<file path="config.mk">
export PLATFORM = sky130hd
export DESIGN_NAME = oem_cmd
export DESIGN_NICKNAME = d
export VERILOG_FILES = /design/src/design/oem_pkg.sv /design/src/design/oem_mode_dec.sv /design/src/design/oem_cmd.sv
export SDC_FILE = /design/constraint.sdc
export NUM_CORES = 1
export LEC_CHECK = 0
export BUFFER_PORTS_ARGS = -buffer_cell sky130_fd_sc_hd__buf_2
export CORE_MARGIN = 2
export CORE_UTILIZATION = 55
export CTS_CLUSTER_SIZE = 25
export DETAILED_ROUTE_END_ITERATION = 7
export GPL_TIMING_DRIVEN = 0
export PLACE_DENSITY = 0.84
export SKIP_LAST_GASP = 1
export SYNTH_ARGS = -nofsm -noshare
export SYNTH_HDL_FRONTEND = slang
export SYNTH_SLANG_ARGS = --single-unit
</file>
<file path="constraint.sdc">
create_clock -name clk -period 2.6 [get_ports clk]
set_input_delay 0.13 -clock clk [delete_from_list [all_inputs] [get_ports clk]]
set_output_delay 0.13 -clock clk [all_outputs]
set_load 0.02 [all_outputs]
</file>
<file path="src/design/oem_pkg.sv">
/*
  shared constants and types of the output and exposure mode command block.
  assumes one 10 MHz clock and byte-wide receive and transmit streams.
*/
// Contract
// [RULE1] output mode: code 0xc0, one byte, read answered
// [RULE2] output byte: 0 s8, 1 d8, 2 s10, 3 d10
// [RULE3] exposure mode: code 0xa0, one byte, flag cleared
// [RULE4] exposure byte: 0 free prog, 4/5/6 external trigger
// [RULE5] one-byte write updates store, no data frame
// [RULE6] exposure byte 0x02: free-run, edge controlled
// [RULE7] frame: start, descriptor, data, xor check, end
// [RULE8] all checks pass: ack 0x06, else nak 0x15
// [RULE9] unknown code acked, no update, no range check
package oem_pkg;

  // ----------------------------------------------------------------
  // framing bytes
  // ----------------------------------------------------------------
  localparam logic [7:0] FRAME_START_BYTE = 8'h02;
  localparam logic [7:0] FRAME_END_BYTE   = 8'h03;
  localparam logic [7:0] ACK_BYTE         = 8'h06;
  localparam logic [7:0] NAK_BYTE         = 8'h15;

  // ----------------------------------------------------------------
  // descriptor layout and command codes
  // ----------------------------------------------------------------
  localparam int unsigned READ_FLAG_BIT  = 7;
  localparam logic [6:0]  PARAM_LEN      = 7'h01;
  localparam logic [7:0]  CODE_OUT_MODE  = 8'hc0;
  localparam logic [7:0]  CODE_EXP_MODE  = 8'ha0;
  localparam logic [2:0]  RESP_LAST_IDX  = 3'h6;

  // ----------------------------------------------------------------
  // parameter values and reset values
  // ----------------------------------------------------------------
  localparam logic [7:0] OUT_SINGLE_8  = 8'h00;
  localparam logic [7:0] OUT_DUAL_8    = 8'h01;
  localparam logic [7:0] OUT_SINGLE_10 = 8'h02;
  localparam logic [7:0] OUT_DUAL_10   = 8'h03;
  localparam logic [7:0] EXP_FREE_PROG = 8'h00;
  localparam logic [7:0] EXP_FREE_EDGE = 8'h02;
  localparam logic [7:0] EXP_TRIG_LVL  = 8'h04;
  localparam logic [7:0] EXP_TRIG_PROG = 8'h05;
  localparam logic [7:0] EXP_TRIG_EDGE = 8'h06;
  localparam logic [7:0] OUT_MODE_RST  = 8'h00;
  localparam logic [7:0] EXP_MODE_RST  = 8'h00;

  // ----------------------------------------------------------------
  // timing
  // ----------------------------------------------------------------
  localparam int unsigned CLK_HZ           = 10_000_000;
  localparam int unsigned BYTE_TIMEOUT_MS  = 1000;
  localparam int unsigned SILENCE_MS       = 1500;
  localparam int unsigned BYTE_TIMEOUT_CYC = (CLK_HZ / 1000) * BYTE_TIMEOUT_MS;
  localparam int unsigned SILENCE_CYC      = (CLK_HZ / 1000) * SILENCE_MS;
  localparam int unsigned GAP_W            = 24;

  // ----------------------------------------------------------------
  // types
  // ----------------------------------------------------------------
  typedef enum logic [2:0] {
    OEM_S_IDLE, OEM_S_CODE, OEM_S_LEN, OEM_S_DATA,
    OEM_S_BCC, OEM_S_END, OEM_S_GARBAGE, OEM_S_TX
  } oem_state_t;

  typedef enum logic [1:0] {
    OEM_CTL_PROG, OEM_CTL_LEVEL, OEM_CTL_EDGE
  } oem_exp_ctl_t;

endpackage : oem_pkg

</file>
<file path="src/design/oem_mode_dec.sv">
/*
  decodes the stored output and exposure mode bytes into control levels.
  assumes the bytes come from registers in the same clock domain.
*/
`timescale 1ns/1ps
module oem_mode_dec (
  input  wire logic                 clk,
  input  wire logic                 sys_rst,
  input  wire logic [7:0]           out_mode,
  input  wire logic [7:0]           exp_mode,
  output logic                      dual_tap_q,
  output logic                      ten_bit_q,
  output logic                      ext_trig_q,
  output oem_pkg::oem_exp_ctl_t     exp_ctl_q,
  output logic                      exp_unknown_q
);
  import oem_pkg::*;

  logic         dual_tap_d;
  logic         ten_bit_d;
  logic         ext_trig_d;
  oem_exp_ctl_t exp_ctl_d;
  logic         exp_unknown_d;

  // ----------------------------------------------------------------
  // decode
  // ----------------------------------------------------------------
  always_comb begin
    dual_tap_d    = 1'b0;
    ten_bit_d     = 1'b0;
    ext_trig_d    = 1'b0;
    exp_ctl_d     = OEM_CTL_PROG;
    exp_unknown_d = 1'b0;
    case (out_mode)                                     // [RULE2]
      OUT_DUAL_8:    dual_tap_d = 1'b1;
      OUT_SINGLE_10: ten_bit_d = 1'b1;
      OUT_DUAL_10: begin
        dual_tap_d = 1'b1;
        ten_bit_d  = 1'b1;
      end
      default: ;
    endcase
    case (exp_mode)                                     // [RULE4]
      EXP_FREE_PROG: exp_ctl_d = OEM_CTL_PROG;
      EXP_FREE_EDGE: exp_ctl_d = OEM_CTL_EDGE;          // [RULE6]
      EXP_TRIG_LVL: begin
        ext_trig_d = 1'b1;
        exp_ctl_d  = OEM_CTL_LEVEL;
      end
      EXP_TRIG_PROG: ext_trig_d = 1'b1;
      EXP_TRIG_EDGE: begin
        ext_trig_d = 1'b1;
        exp_ctl_d  = OEM_CTL_EDGE;
      end
      default: exp_unknown_d = 1'b1;
    endcase
  end

  always_ff @(posedge clk) begin
    if (sys_rst) begin
      dual_tap_q    <= 1'b0;
      ten_bit_q     <= 1'b0;
      ext_trig_q    <= 1'b0;
      exp_ctl_q     <= OEM_CTL_PROG;
      exp_unknown_q <= 1'b0;
    end else begin
      dual_tap_q    <= dual_tap_d;
      ten_bit_q     <= ten_bit_d;
      ext_trig_q    <= ext_trig_d;
      exp_ctl_q     <= exp_ctl_d;
      exp_unknown_q <= exp_unknown_d;
    end
  end
endmodule : oem_mode_dec

</file>
<file path="src/design/oem_cmd.sv">
/*
  command frame interpreter for the output mode and exposure mode settings.
  assumes received bytes are held on rx_valid until taken while rx_ready is high, and a
  transmitter takes reply bytes with a valid/ready handshake.
*/
`timescale 1ns/1ps
module oem_cmd #(
  parameter int unsigned BYTE_TO_CYC = oem_pkg::BYTE_TIMEOUT_CYC,
  parameter int unsigned SILENCE_CYC = oem_pkg::SILENCE_CYC
) (
  input  wire logic                 clk,
  input  wire logic                 sys_rst,
  input  wire logic [7:0]           rx_data,
  input  wire logic                 rx_valid,
  output logic                      rx_ready,
  output logic [7:0]                tx_data,
  output logic                      tx_valid,
  input  wire logic                 tx_ready,
  output logic [7:0]                out_mode,
  output logic [7:0]                exp_mode,
  output logic                      dual_tap,
  output logic                      ten_bit,
  output logic                      ext_trig,
  output oem_pkg::oem_exp_ctl_t     exp_ctl,
  output logic                      exp_mode_unknown
);
  import oem_pkg::*;

  // ----------------------------------------------------------------
  // helpers
  // ----------------------------------------------------------------
  function automatic logic is_param_code(input logic [7:0] code);
    is_param_code = (code == CODE_OUT_MODE) || (code == CODE_EXP_MODE);
  endfunction : is_param_code

  function automatic logic [7:0] resp_byte(input logic [2:0] idx, input logic [7:0] code,
                                           input logic [7:0] val);
    case (idx)
      3'h1:    resp_byte = FRAME_START_BYTE;
      3'h2:    resp_byte = code;
      3'h3:    resp_byte = {1'b0, PARAM_LEN};
      3'h4:    resp_byte = val;
      3'h5:    resp_byte = code ^ {1'b0, PARAM_LEN} ^ val;
      3'h6:    resp_byte = FRAME_END_BYTE;
      default: resp_byte = 8'h00;
    endcase
  endfunction : resp_byte

  // ----------------------------------------------------------------
  // state
  // ----------------------------------------------------------------
  oem_state_t       state_q, state_d;
  logic [GAP_W-1:0] gap_q, gap_d;
  logic [7:0]       code_q, code_d;
  logic             rd_q, rd_d;
  logic [6:0]       len_q, len_d;
  logic [6:0]       cnt_q, cnt_d;
  logic [7:0]       chk_q, chk_d;
  logic [7:0]       val_q, val_d;
  logic             bcc_ok_q, bcc_ok_d;
  logic             frame_q, frame_d;
  logic [2:0]       idx_q, idx_d;
  logic [7:0]       tx_data_q, tx_data_d;
  logic             tx_valid_q, tx_valid_d;
  logic             rx_ready_q, rx_ready_d;
  logic [7:0]       out_mode_q, out_mode_d;
  logic [7:0]       exp_mode_q, exp_mode_d;
  logic             accept;
  logic             byte_to;
  logic             end_good;

  assign accept   = rx_valid && rx_ready_q;
  assign byte_to  = gap_q >= GAP_W'(BYTE_TO_CYC);
  assign end_good = (rx_data == FRAME_END_BYTE) && bcc_ok_q;

  // ----------------------------------------------------------------
  // frame parser and reply sequencer
  // ----------------------------------------------------------------
  always_comb begin
    state_d    = state_q;
    code_d     = code_q;
    rd_d       = rd_q;
    len_d      = len_q;
    cnt_d      = cnt_q;
    chk_d      = chk_q;
    val_d      = val_q;
    bcc_ok_d   = bcc_ok_q;
    frame_d    = frame_q;
    idx_d      = idx_q;
    tx_data_d  = tx_data_q;
    tx_valid_d = tx_valid_q;
    out_mode_d = out_mode_q;
    exp_mode_d = exp_mode_q;
    gap_d      = accept ? '0 : ((&gap_q) ? gap_q : gap_q + GAP_W'(1));
    case (state_q)
      OEM_S_IDLE: begin
        if (accept && rx_data == FRAME_START_BYTE) state_d = OEM_S_CODE; // [RULE7]
      end
      OEM_S_CODE, OEM_S_LEN, OEM_S_DATA, OEM_S_BCC, OEM_S_END: begin
        if (byte_to) begin
          state_d = OEM_S_GARBAGE;
        end else if (accept) begin
          case (state_q)
            OEM_S_CODE: begin
              code_d  = rx_data;
              chk_d   = rx_data;                          // [RULE7]
              state_d = OEM_S_LEN;
            end
            OEM_S_LEN: begin
              rd_d    = rx_data[READ_FLAG_BIT];
              len_d   = rx_data[6:0];
              cnt_d   = 7'h00;
              chk_d   = chk_q ^ rx_data;                  // [RULE7]
              state_d = (!rx_data[READ_FLAG_BIT] && rx_data[6:0] != 7'h00) ?
                        OEM_S_DATA : OEM_S_BCC;
            end
            OEM_S_DATA: begin
              if (cnt_q == 7'h00) val_d = rx_data;
              chk_d = chk_q ^ rx_data;                    // [RULE7]
              cnt_d = cnt_q + 7'h01;
              if (cnt_q + 7'h01 == len_q) state_d = OEM_S_BCC;
            end
            OEM_S_BCC: begin
              bcc_ok_d = (rx_data == chk_q);              // [RULE7]
              state_d  = OEM_S_END;
            end
            default: begin
              tx_data_d  = end_good ? ACK_BYTE : NAK_BYTE; // [RULE8]
              tx_valid_d = 1'b1;
              idx_d      = 3'h0;
              state_d    = OEM_S_TX;
              frame_d    = end_good && rd_q && is_param_code(code_q) && len_q == PARAM_LEN;
              val_d      = (code_q == CODE_OUT_MODE) ? out_mode_q : exp_mode_q; // [RULE1] [RULE3]
              if (end_good && !rd_q && len_q == PARAM_LEN) begin // [RULE5] [RULE9]
                if (code_q == CODE_OUT_MODE) out_mode_d = val_q;
                if (code_q == CODE_EXP_MODE) exp_mode_d = val_q;
              end
              if (!rd_q) val_d = val_q;
            end
          endcase
        end
      end
      OEM_S_GARBAGE: begin
        if (gap_q >= GAP_W'(SILENCE_CYC)) state_d = OEM_S_IDLE;
      end
      default: begin
        if (tx_valid_q && tx_ready) begin
          if (idx_q == (frame_q ? RESP_LAST_IDX : 3'h0)) begin // [RULE5]
            tx_valid_d = 1'b0;
            state_d    = OEM_S_IDLE;
          end else begin
            idx_d     = idx_q + 3'h1;
            tx_data_d = resp_byte(idx_q + 3'h1, code_q, val_q); // [RULE1] [RULE3]
          end
        end
      end
    endcase
    rx_ready_d = (state_d != OEM_S_TX);
  end

  always_ff @(posedge clk) begin
    if (sys_rst) begin
      state_q    <= OEM_S_IDLE;
      gap_q      <= '0;
      code_q     <= 8'h00;
      rd_q       <= 1'b0;
      len_q      <= 7'h00;
      cnt_q      <= 7'h00;
      chk_q      <= 8'h00;
      val_q      <= 8'h00;
      bcc_ok_q   <= 1'b0;
      frame_q    <= 1'b0;
      idx_q      <= 3'h0;
      tx_data_q  <= 8'h00;
      tx_valid_q <= 1'b0;
      rx_ready_q <= 1'b1;
      out_mode_q <= OUT_MODE_RST;
      exp_mode_q <= EXP_MODE_RST;
    end else begin
      state_q    <= state_d;
      gap_q      <= gap_d;
      code_q     <= code_d;
      rd_q       <= rd_d;
      len_q      <= len_d;
      cnt_q      <= cnt_d;
      chk_q      <= chk_d;
      val_q      <= val_d;
      bcc_ok_q   <= bcc_ok_d;
      frame_q    <= frame_d;
      idx_q      <= idx_d;
      tx_data_q  <= tx_data_d;
      tx_valid_q <= tx_valid_d;
      rx_ready_q <= rx_ready_d;
      out_mode_q <= out_mode_d;
      exp_mode_q <= exp_mode_d;
    end
  end

  assign rx_ready = rx_ready_q;
  assign tx_data  = tx_data_q;
  assign tx_valid = tx_valid_q;
  assign out_mode = out_mode_q;
  assign exp_mode = exp_mode_q;

  // ----------------------------------------------------------------
  // mode decode
  // ----------------------------------------------------------------
  oem_mode_dec u_dec (
    .clk           (clk),
    .sys_rst       (sys_rst),
    .out_mode      (out_mode_q),
    .exp_mode      (exp_mode_q),
    .dual_tap_q    (dual_tap),
    .ten_bit_q     (ten_bit),
    .ext_trig_q    (ext_trig),
    .exp_ctl_q     (exp_ctl),
    .exp_unknown_q (exp_mode_unknown)
  );

  logic end_hit;
  assign end_hit = accept && state_q == OEM_S_END && !byte_to;
endmodule : oem_cmd

</file>
# After elaboration in Yosys (flattened, before gate mapping)
# Index checks and enable logic that the tools add are counted.
# Widths: inputs -> output; s select.
# totals
register_bits	103
inputBits	12
out_inout_bits	32
elab_cells	153
# op_classes
addsub	3
n_lt_le_gt_ge	2
n_eq_ne	33
mux	42
bitwise_logic	7
n_reduce_logical	45
# ops
op	count
$mux 8	8
$ge 24x24->1 const B	2
$pmux 8 s2	3
$pmux 8 s6	1
$mux 3	14
$eq 8x2->1 const B	5
$reduce_and 6->1	5
$add 24x1->24 const B	1
$eq 8x3->1 const B	3
$reduce_and 24->1	1
$reduce_and 4->1	6
$eq 3x3->1 const B	6
$eq 8x8->1 const B	2
$xor 8x8->8	2
$pmux 7 s2	1
$eq 3x2->1 const B	4
$pmux 3 s4	1
$reduce_or 2->1	6
$logic_and 1x1->1	10
$reduce_bool 2->1	5
$reduce_or 5->1	2
$mux 1	9
$pmux 3 s3	1
$eq 8x1->1 const B	1
other kinds (23)	33

# Logic depth before layout (Yosys ltp)
# Gate-level depths: netlist (run 1).
# logic_depth
depth_word	8
mapped_depth	9
depth_no_buf	8

# By module
# Synthesis (run 1) repeated with hierarchy kept, for this count alone.
# unflattened
hier_cells	669
area_unflattened_um2	5512.8
# modules_own_cells
module	n_inst	cells_per_inst	area_each_um2	seq_area_each_um2
oem_cmd	1	650	5298.8	1941.9
oem_mode_dec	1	19	214.0	120.1

# Least setup slack after synthesis (run 1)
# OpenSTA, ideal clock, no wires.
# synth_path
path_kind	flip-flop to flip-flop
startpoint	reg len_q[6]
endpoint	reg exp_mode_q[0], in the netlist exp_mode[0]
setup_time_ns	0.128
arrival_ns	2.055
required_time_ns	2.472
path_slack_ns	0.418
path_stages_with_launch	7
path_buffers	0
synth_period_minus_slack_ns	2.182
path_cell_list	dfxtp_1 -> or4_1 -> or4_4 -> nor4_4 -> nand4_4 -> mux2i_1 -> nor2_1
# synth_between
elab_chain_cells	3
# synth_rtl
item	line_no	source
start, declared	oem_cmd.sv:56	logic [6:0] len_q, len_d;
start signal, assigned	oem_cmd.sv:184	len_q <= len_d;
$eq 7x1->1	oem_cmd.sv:134	if (end_good && !rd_q && len_q == PARAM_LEN) begin
$logic_and 1x1->1	oem_cmd.sv:134	
$reduce_and 6->1 (no source line)	n/a	
end signal, assigned	oem_cmd.sv:195	exp_mode_q <= exp_mode_d;
end, declared	oem_cmd.sv:67	logic [7:0] exp_mode_q, exp_mode_d;
# Every way passes these cells.
# A chain may end at the register's enable or synchronous reset.

# Final worst setup path (run 1)
# layout_path
startpoint	reg gap_q[13]
endpoint	reg rd_q
# layout_between
elab_chain_cells	3
# layout_rtl
item	line_no	source
start, declared	oem_cmd.sv:53	logic [GAP_W-1:0] gap_q, gap_d;
start signal, assigned	oem_cmd.sv:181	gap_q <= gap_d;
$ge 24x24->1	oem_cmd.sv:73	assign byte_to = gap_q >= GAP_W'(BYTE_TO_CYC);
$not 1->1 (no source line)	n/a	
$reduce_and 4->1 (no source line)	n/a	
end signal, assigned	oem_cmd.sv:183	rd_q <= rd_d;
end, declared	oem_cmd.sv:55	logic rd_q, rd_d;
# Every way passes these cells.

==> impl_metrics.json, run 1 <==
{
  "placed_cell_area_um2": 5840,
  "intPower_mw": 2.15,
  "cts_tree": "built",
  "crit-reg2reg-launch": "gap_q[13]$_SDFFE_PP0N_",
  "cts_buffer_depth": 2,
  "min-delay-start": "rx_data[4]",
  "cts-buffers-inserted": 9,
  "max_stage_delay_ps": 730,
  "sw_frac_of_total_pct": 23.1,
  "vias": 5184,
  "crit_path_start_kind": "flop",
  "grt_antenna_before_repair": 0,
  "slew_headroom_pct": 36.7,
  "grt_pass1_vias": 4846,
  "async_flop_share_pct": 0,
  "fill_cells": 845,
  "fin_setup_tns_ps": 0,
  "min_path_type": "input port to flop",
  "synth_top_flop_cell": "dfxtp_1",
  "num_io_pins": 44,
  "netlist_area_um2": 5480,
  "clkPwrFrac_pct": 40.4,
  "startpoint": "gap_q[13]$_SDFFE_PP0N_",
  "clock_latency_ps": 370,
  "seq_power_share_pct": 56.4,
  "synth_fa_ha_area_share_pct": 2.06,
  "grt_overflow_total": 0,
  "core_area_um2": 9730,
  "fin_crit_sh_pct": 95.9,
  "core.rowCount": 36,
  "fmax_mhz": 401,
  "crit_slowest_cell": "nor4_4",
  "drc_errors": 0,
  "grt_pass1_wl_um": 23200,
  "post_cts_buffers": 0,
  "setup_viol": 0,
  "drt-total-wl_um": 14200,
  "wire_per_inst_um": 16.6,
  "clock_skew_ps": 9.83,
  "cp_cell_sequence": "o31ai_1, a21oi_1, o311a_1, nor4_4, mux2i_1, nor2_1",
  "hold_buffers": 0,
  "synth_seq_area_share_pct": 37.6,
  "ir_worst_vdd_v": 0.000315,
  "p_per_area_nw_per_um2": 460,
  "p_leak_nw": 2.29,
  "synth-edff-count": 0,
  "final_util_pct": 62.6,
  "synthSimpleGateAreaFrac_pct": 28.1,
  "antenna_left": 0,
  "multi_input_area_um2": 3260,
  "areaGrowthSynthToFinish_pct": 11.2,
  "synth_nets": 688,
  "fp.dieH_um": 104,
  "grt_max_degree": 19,
  "synthCells": 667,
  "switching_power_mw": 0.646,
  "regArea_um2": 2060,
  "critical_path_class": "flop to flop",
  "synthDistinctLibCells": 56,
  "drv_cap": 0,
  "drive_gt1_share_pct": 9.68,
  "layout.nets": 739,
  "clkTransAtPathRegs_ps": 100,
  "ys.warnings.count": 0,
  "cts-root-buf": "clkbuf_8",
  "port_buffers": 40,
  "hold_viol": 0,
  "routed_via_density": 6.06,
  "min_period_ps": 2490,
  "hold_ws_ps": 83.4,
  "drt-initial-drc-count": 486,
  "cts_sinks": 103,
  "synth_xor_area_share_pct": 6.40,
  "status": "finished clean",
  "synth_mux_area_share_pct": 8.22,
  "num_antenna_cells": 0,
  "die_area_um2": 10800,
  "final_area_um2": 6090,
  "rsz0062_at_grt": "yes",
  "p_comb_share_pct": 3.1,
  "tightestPinTransition_ps": 925,
  "avgSynthCellArea_um2": 8.21,
  "synth.ff_latch_count": 103,
  "gp_congestion": 0.922,
  "grtUsageTotal_pct": 26.0,
  "worst-path-max-fanout": 8,
  "drt-pass1-iter-count": 7,
  "synth_compound_area_share_pct": 14.4,
  "die_w_um": 104,
  "synth_top_family_by_area": "simple AND/OR/NAND/NOR gates",
  "critPathArrivalTime_ps": 2740,
  "start_util_pct": 56.3,
  "required_ps": 2840,
  "slew_violations": 0,
  "place_hpwl_um": 10300,
  "finalWorstSetupSlack_ps": 108,
  "htreeDepth": 3,
  "pre_cts_slack_ps": 71.6,
  "worst_setup_path_end_kind": "flop"
}
worst max-delay path, delay by kind of cell (launching register included):
family | cells | cell delay (ps)
and+or+nand+nor | 2 | 780
AOI/OAI and AO/OA | 3 | 920
DFF | 1 | 370
muxes | 1 | 290
worst paths after layout:
path / end / slack, ps / cells past startpoint
min reg2reg: tx_data[7]$_SDFFE_PP0P_ / 450 / 2
max reg2reg: rd_q$_SDFFE_PP0P_ / 110 / 6
min: code_q[4]$_SDFFE_PP0P_ / 80 / 3
max: rd_q$_SDFFE_PP0P_ / 110 / 6
cells in the mapped netlist, drive strengths merged (6+ instances only):
master	instances	area (um2)
dfxtp	103	2060
nand2b	10	62.6
clkbuf	34	128
nand2	58	218
nor2b	15	93.8
o21ai	40	200
and3	8	50.1
nor4	11	114
nand4	17	136
nand3	24	120
a21oi	46	230
inv	11	41.3
ha	9	113
xor2	11	96.3
or3	10	62.6
nor2	98	368
nor3	22	126
a22o	6	52.6
mux2i	45	450
xnor2	29	254
registers in the layout (all words and copies together) (netlist names), 2 cells and up:
register / count
exp_mode: 8
out_mode: 8
len_q: 7
gap_q: 24
idx_q: 3
u_dec.exp_ctl_q: 2
val_q: 8
state_q: 3
cnt_q: 7
chk_q: 8
tx_data: 8
code_q: 8
area by class of cell:
type,count,share of cell area (%)
Clock buffer,9,2.03
Tap cell,133,2.73
Multi-Input combinational cell,517,53.5
Inverter,11,0.678
Clock inverter,7,1.71
Sequential cell,103,33.9
Buffer,36,2.24
Timing Repair Buffer,40,3.29
cell usage in the layout, fill, tap and decap left out, drive strengths merged, types with 3 or more instances in the layout:
| cell type | netlist | final |
|---|---|---|
| xnor2 | 29 | 29 |
| ha | 9 | 9 |
| or4 | 4 | 4 |
| nand2 | 58 | 58 |
| a21oi | 46 | 46 |
| mux2i | 45 | 45 |
| a311oi | 3 | 3 |
| xor2 | 11 | 11 |
| nor3 | 22 | 22 |
| or3 | 10 | 10 |
| nand2b | 10 | 10 |
| o31ai | 3 | 3 |
| buf | 2 | 42 |
| nand3 | 24 | 24 |
| nor4 | 11 | 11 |
| a211oi | 3 | 3 |
| and2 | 5 | 5 |
| and4 | 4 | 4 |
| o21ai | 40 | 40 |
| dfxtp | 103 | 103 |
| a31oi | 4 | 4 |
| a22o | 6 | 6 |
| nor2b | 15 | 15 |
| a221oi | 3 | 3 |
| nor2 | 98 | 98 |
| nand4 | 17 | 17 |
| a2111oi | 3 | 3 |
| clkbuf | 34 | 43 |
| inv | 11 | 13 |
| and3 | 8 | 8 |
kinds of logic (layout without fill, tap and decap cells):
kind of cell / count (synthesis) / in the layout
DFF: 103 / 103
buffers and inverters: 47 / 103
muxes: 45 / 45
and+or+nand+nor: 296 / 296
adders and majority gates: 9 / 9
AOI/OAI and AO/OA: 127 / 127
xor gates and xnor gates: 40 / 40
power groups by stage:
| stage | clock network, mW | registers, mW | logic, mW |
|---|---|---|---|
| 2_1_floorplan | 0 | 1.62 | 0.0467 |
| 3_3_place_gp | 0 | 1.62 | 0.0834 |
| 3_5_place_dp | 0 | 1.62 | 0.0853 |
| 4_1_cts | 1.14 | 1.58 | 0.0861 |
| 5_1_grt | 1.20 | 1.58 | 0.0936 |
| 6_report | 1.13 | 1.58 | 0.0882 |
per-layer routing:
| metal | up-vias | GRT usage (%) | share of wire, % |
|---|---|---|---|
| met5 | - | 0 | 0 |
| met4 | 0 | 8.98 | 2.4 |
| met1 | 2458 | 34.8 | 44 |
| li1 | 2474 | - | - |
| met2 | 211 | 42.2 | 46 |
| met3 | 41 | 4.78 | 7.4 |
per-stage QoR:
stage,cells,power (mW)
finish,856,2.80
global route,856,2.87
CTS,856,2.80
detailed placement,840,1.70
global placement,840,1.70
floorplan,667,1.66
timing repair:
action,in CTS,in global routing
endpoints found under the setup margin,0,12
endpoints found under the hold margin,0,0
gates resized for setup,0,5
Note: power is estimated with default switching activity, not from simulation.
==> inputs of run 2 (changes only) <==
--- a/config.mk
+++ b/config.mk
@@ -12,7 +12,9 @@
 export DETAILED_ROUTE_END_ITERATION = 7
 export GPL_TIMING_DRIVEN = 0
 export PLACE_DENSITY = 0.84
+export RECOVER_POWER = 100
 export SKIP_LAST_GASP = 1
 export SYNTH_ARGS = -nofsm -noshare
 export SYNTH_HDL_FRONTEND = slang
+export SYNTH_HIERARCHICAL = 1
 export SYNTH_SLANG_ARGS = --single-unit
==> impl_metrics.json, run 2 <==
{
  "status": "complete, but fails checks",
  "violations": "design-rule violations",
  "htreeDepth": 3,
  "yosysMostFrequentCell": "nor2_1",
  "synth_top_flop_cell": "dfxtp_1",
  "synthSimpleGateAreaFrac_pct": 26.3,
  "slew_headroom_pct": 45.7,
  "synthCells": 669,
  "fin_setup_tns_ps": 0,
  "grt_overflow_total": 0,
  "setup_viol": 0,
  "clock_latency_ps": 400,
  "rsz0062_at_grt": "yes",
  "synth_top_cell_area_share_pct": 37.4,
  "crit_path_start_kind": "flop",
  "cts_sinks": 103,
  "port_buffers": 35,
  "critical_path_class": "flop to flop",
  "grt_max_degree": 19,
  "synth-edff-count": 0,
  "largest_register_ffs": 24,
  "clock_skew_ps": 16.7,
  "required_ps": 2890,
  "dp.cells": 837,
  "top_register": "gap_q",
  "top_layer": "met4",
  "critPathArrivalTime_ps": 2820,
  "hold_viol": 0,
  "areaGrowthSynthToFinish_pct": 8.99,
  "clkTransAtPathRegs_ps": 110,
  "routed_via_density": 6.08,
  "synth_seq_area_share_pct": 37.4,
  "wl_met3_um": 1260,
  "min_period_ps": 2530,
  "layout_commonest_cell": "nor2_1",
  "synthDistinctLibCells": 62,
  "fill_cells": 868,
  "place_hpwl_um": 10300,
  "final_cell_mix": "nor2_1, dfxtp_1, clkbuf_1, mux2i_1, nand2_1",
  "slew_violations": 0,
  "worst_setup_path_end_kind": "flop",
  "finalNonFillerCells": 854,
  "wire_per_inst_um": 16.9,
  "m1WireLength_um": 6280,
  "drv_cap": 0,
  "cts_buffer_depth": 2,
  "cts-buffers-inserted": 9,
  "synth_area_leaders": "dfxtp_1, mux2i_1, nor2_1",
  "die_area_um2": 10800,
  "worst-path-max-fanout": 9,
  "grt_antenna_before_repair": 0,
  "grt_pass1_wl_um": 23800,
  "core_area_um2": 9730,
  "met2_wirelength_um": 6540,
  "drc_errors": 1,
  "p_leak_nw": 2.34,
  "avgSynthCellArea_um2": 8.24,
  "drive_gt1_share_pct": 5.13,
  "ys.warnings.count": 6,
  "num_antenna_cells": 0,
  "synth.ff_latch_count": 103,
  "synth_top_family_by_area": "simple AND/OR/NAND/NOR gates",
  "layout.nets": 737,
  "grt_pass1_vias": 4840,
  "synth_compound_area_share_pct": 14.4,
  "synth_commonest_cells": "nor2_1, dfxtp_1, mux2i_1",
  "drt-pass1-iter-count": 7,
  "drt-initial-drc-count": 617,
  "min_path_type": "input port to flop",
  "grtUsageTotal_pct": 27.1,
  "netlist_area_um2": 5510,
  "synth_mux_area_share_pct": 9.80,
  "fin_crit_sh_pct": 97.4,
  "num_io_pins": 44,
  "cts-root-buf": "clkbuf_8",
  "yosys.area.top_type": "dfxtp_1",
  "ir_worst_vdd_v": 0.000422,
  "antenna_left": 0,
  "core.rowCount": 36,
  "synth_xor_area_share_pct": 5.72,
  "drt-total-wl_um": 14500,
  "fp.dieH_um": 104,
  "synth_nets": 690,
  "gp_congestion": 0.917,
  "synth_fa_ha_area_share_pct": 2.04,
  "p_per_area_nw_per_um2": 462,
  "vias": 5192,
  "power_mw": 2.78,
  "rrSetupSlack_ps": 70,
  "cts_tree": "built",
  "start_util_pct": 56.7,
  "async_flop_share_pct": 0,
  "die_w_um": 104,
  "fmax_mhz": 395,
  "tightestPinTransition_ps": 808
}
run 2: changes by cell type after synthesis, moves of 5 or more:
| cell | before | now |
|---|---|---|
| o211ai_1 | 2 | 9 |
| nand2_1 | 58 | 42 |
| nor3_1 | 20 | 25 |
| nor2_1 | 98 | 115 |
| inv_1 | 11 | 16 |
| a32oi_1 | 0 | 7 |
| a21oi_1 | 46 | 30 |
| mux2i_1 | 45 | 54 |
run 2: cells by family after synthesis:
kind of cell | Yosys count
DFF | 103
and+or+nand+nor | 290
AOI/OAI and AO/OA | 119
xor gates and xnor gates | 36
buffers and inverters | 58
adders and majority gates | 9
muxes | 54
run 2: cell type report:
type	instances	area [um2]	share of cell area, %
Clock buffer	9	124	2.06
Clock inverter	7	55.1	0.916
Multi-Input combinational cell	508	3220	53.5
Buffer	42	178	2.96
Inverter	16	60.1	1.00
Tap cell	133	166	2.77
Timing Repair Buffer	36	146	2.44
Sequential cell	103	2060	34.3
run 2: repair_timing:
| action | 4_1_cts | 5_1_grt |
|---|---|---|
| buffers inserted | 0 | 0 |
| hold buffers | 1 | 0 |
| endpoints found under the setup margin | 0 | 26 |
| hold endpoints to repair | 1 | 0 |
| resized for setup | 0 | 3 |
run 2: layer usage:
metal  vias up  global-route usage, %
met5         -                      0
li1       2458                      -
met3        40                   7.08
met2       236                   41.4
met1      2458                   36.9
met4         0                   10.0
run 2: final timing paths:
path / endpoint / cells past startpoint / start
setup / recovery: code_q[4]$_SDFFE_PP0P_ / 9 / rx_ready$_SDFF_PP1_
hold / removal: idx_q[2]$_SDFFE_PP0P_ / 5 / tx_ready
setup reg to reg: code_q[4]$_SDFFE_PP0P_ / 9 / rx_ready$_SDFF_PP1_
hold reg to reg: tx_data[6]$_SDFFE_PP0P_ / 2 / tx_data[6]$_SDFFE_PP0P_
run 2: stage by stage:
stage | utilization (%) | cell area, um2 | setup WS, ps | hold WS, ps
6_report | 61.8 | 6010 | 68.4 | 164
5_1_grt | 61.8 | 6010 | -11.9 | 162
4_1_cts | 62.1 | 6040 | 50.1 | 146
3_5_place_dp | 60.2 | 5850 | 91.8 | 378
3_3_place_gp | 60.2 | 5850 | 177 | 367
2_1_floorplan | - | 5510 | 453 | 202
run 2: where the power goes:
part / switching [mW] / total, mW / internal [mW]
combinational: 0.136 / 0.204 / 0.0684
sequential: 0.0182 / 1.61 / 1.59
clock: 0.601 / 0.959 / 0.358
run 2: worst max-delay path: stages, from the launching register on:
cell      delay (ps)
dfxtp_1          380
and2_1           130
clkbuf_1         390
nand2_1          190
or3_1            330
clkbuf_1         200
nand2b_1         190
clkbuf_1         290
mux2i_1          260
nor2_1            60
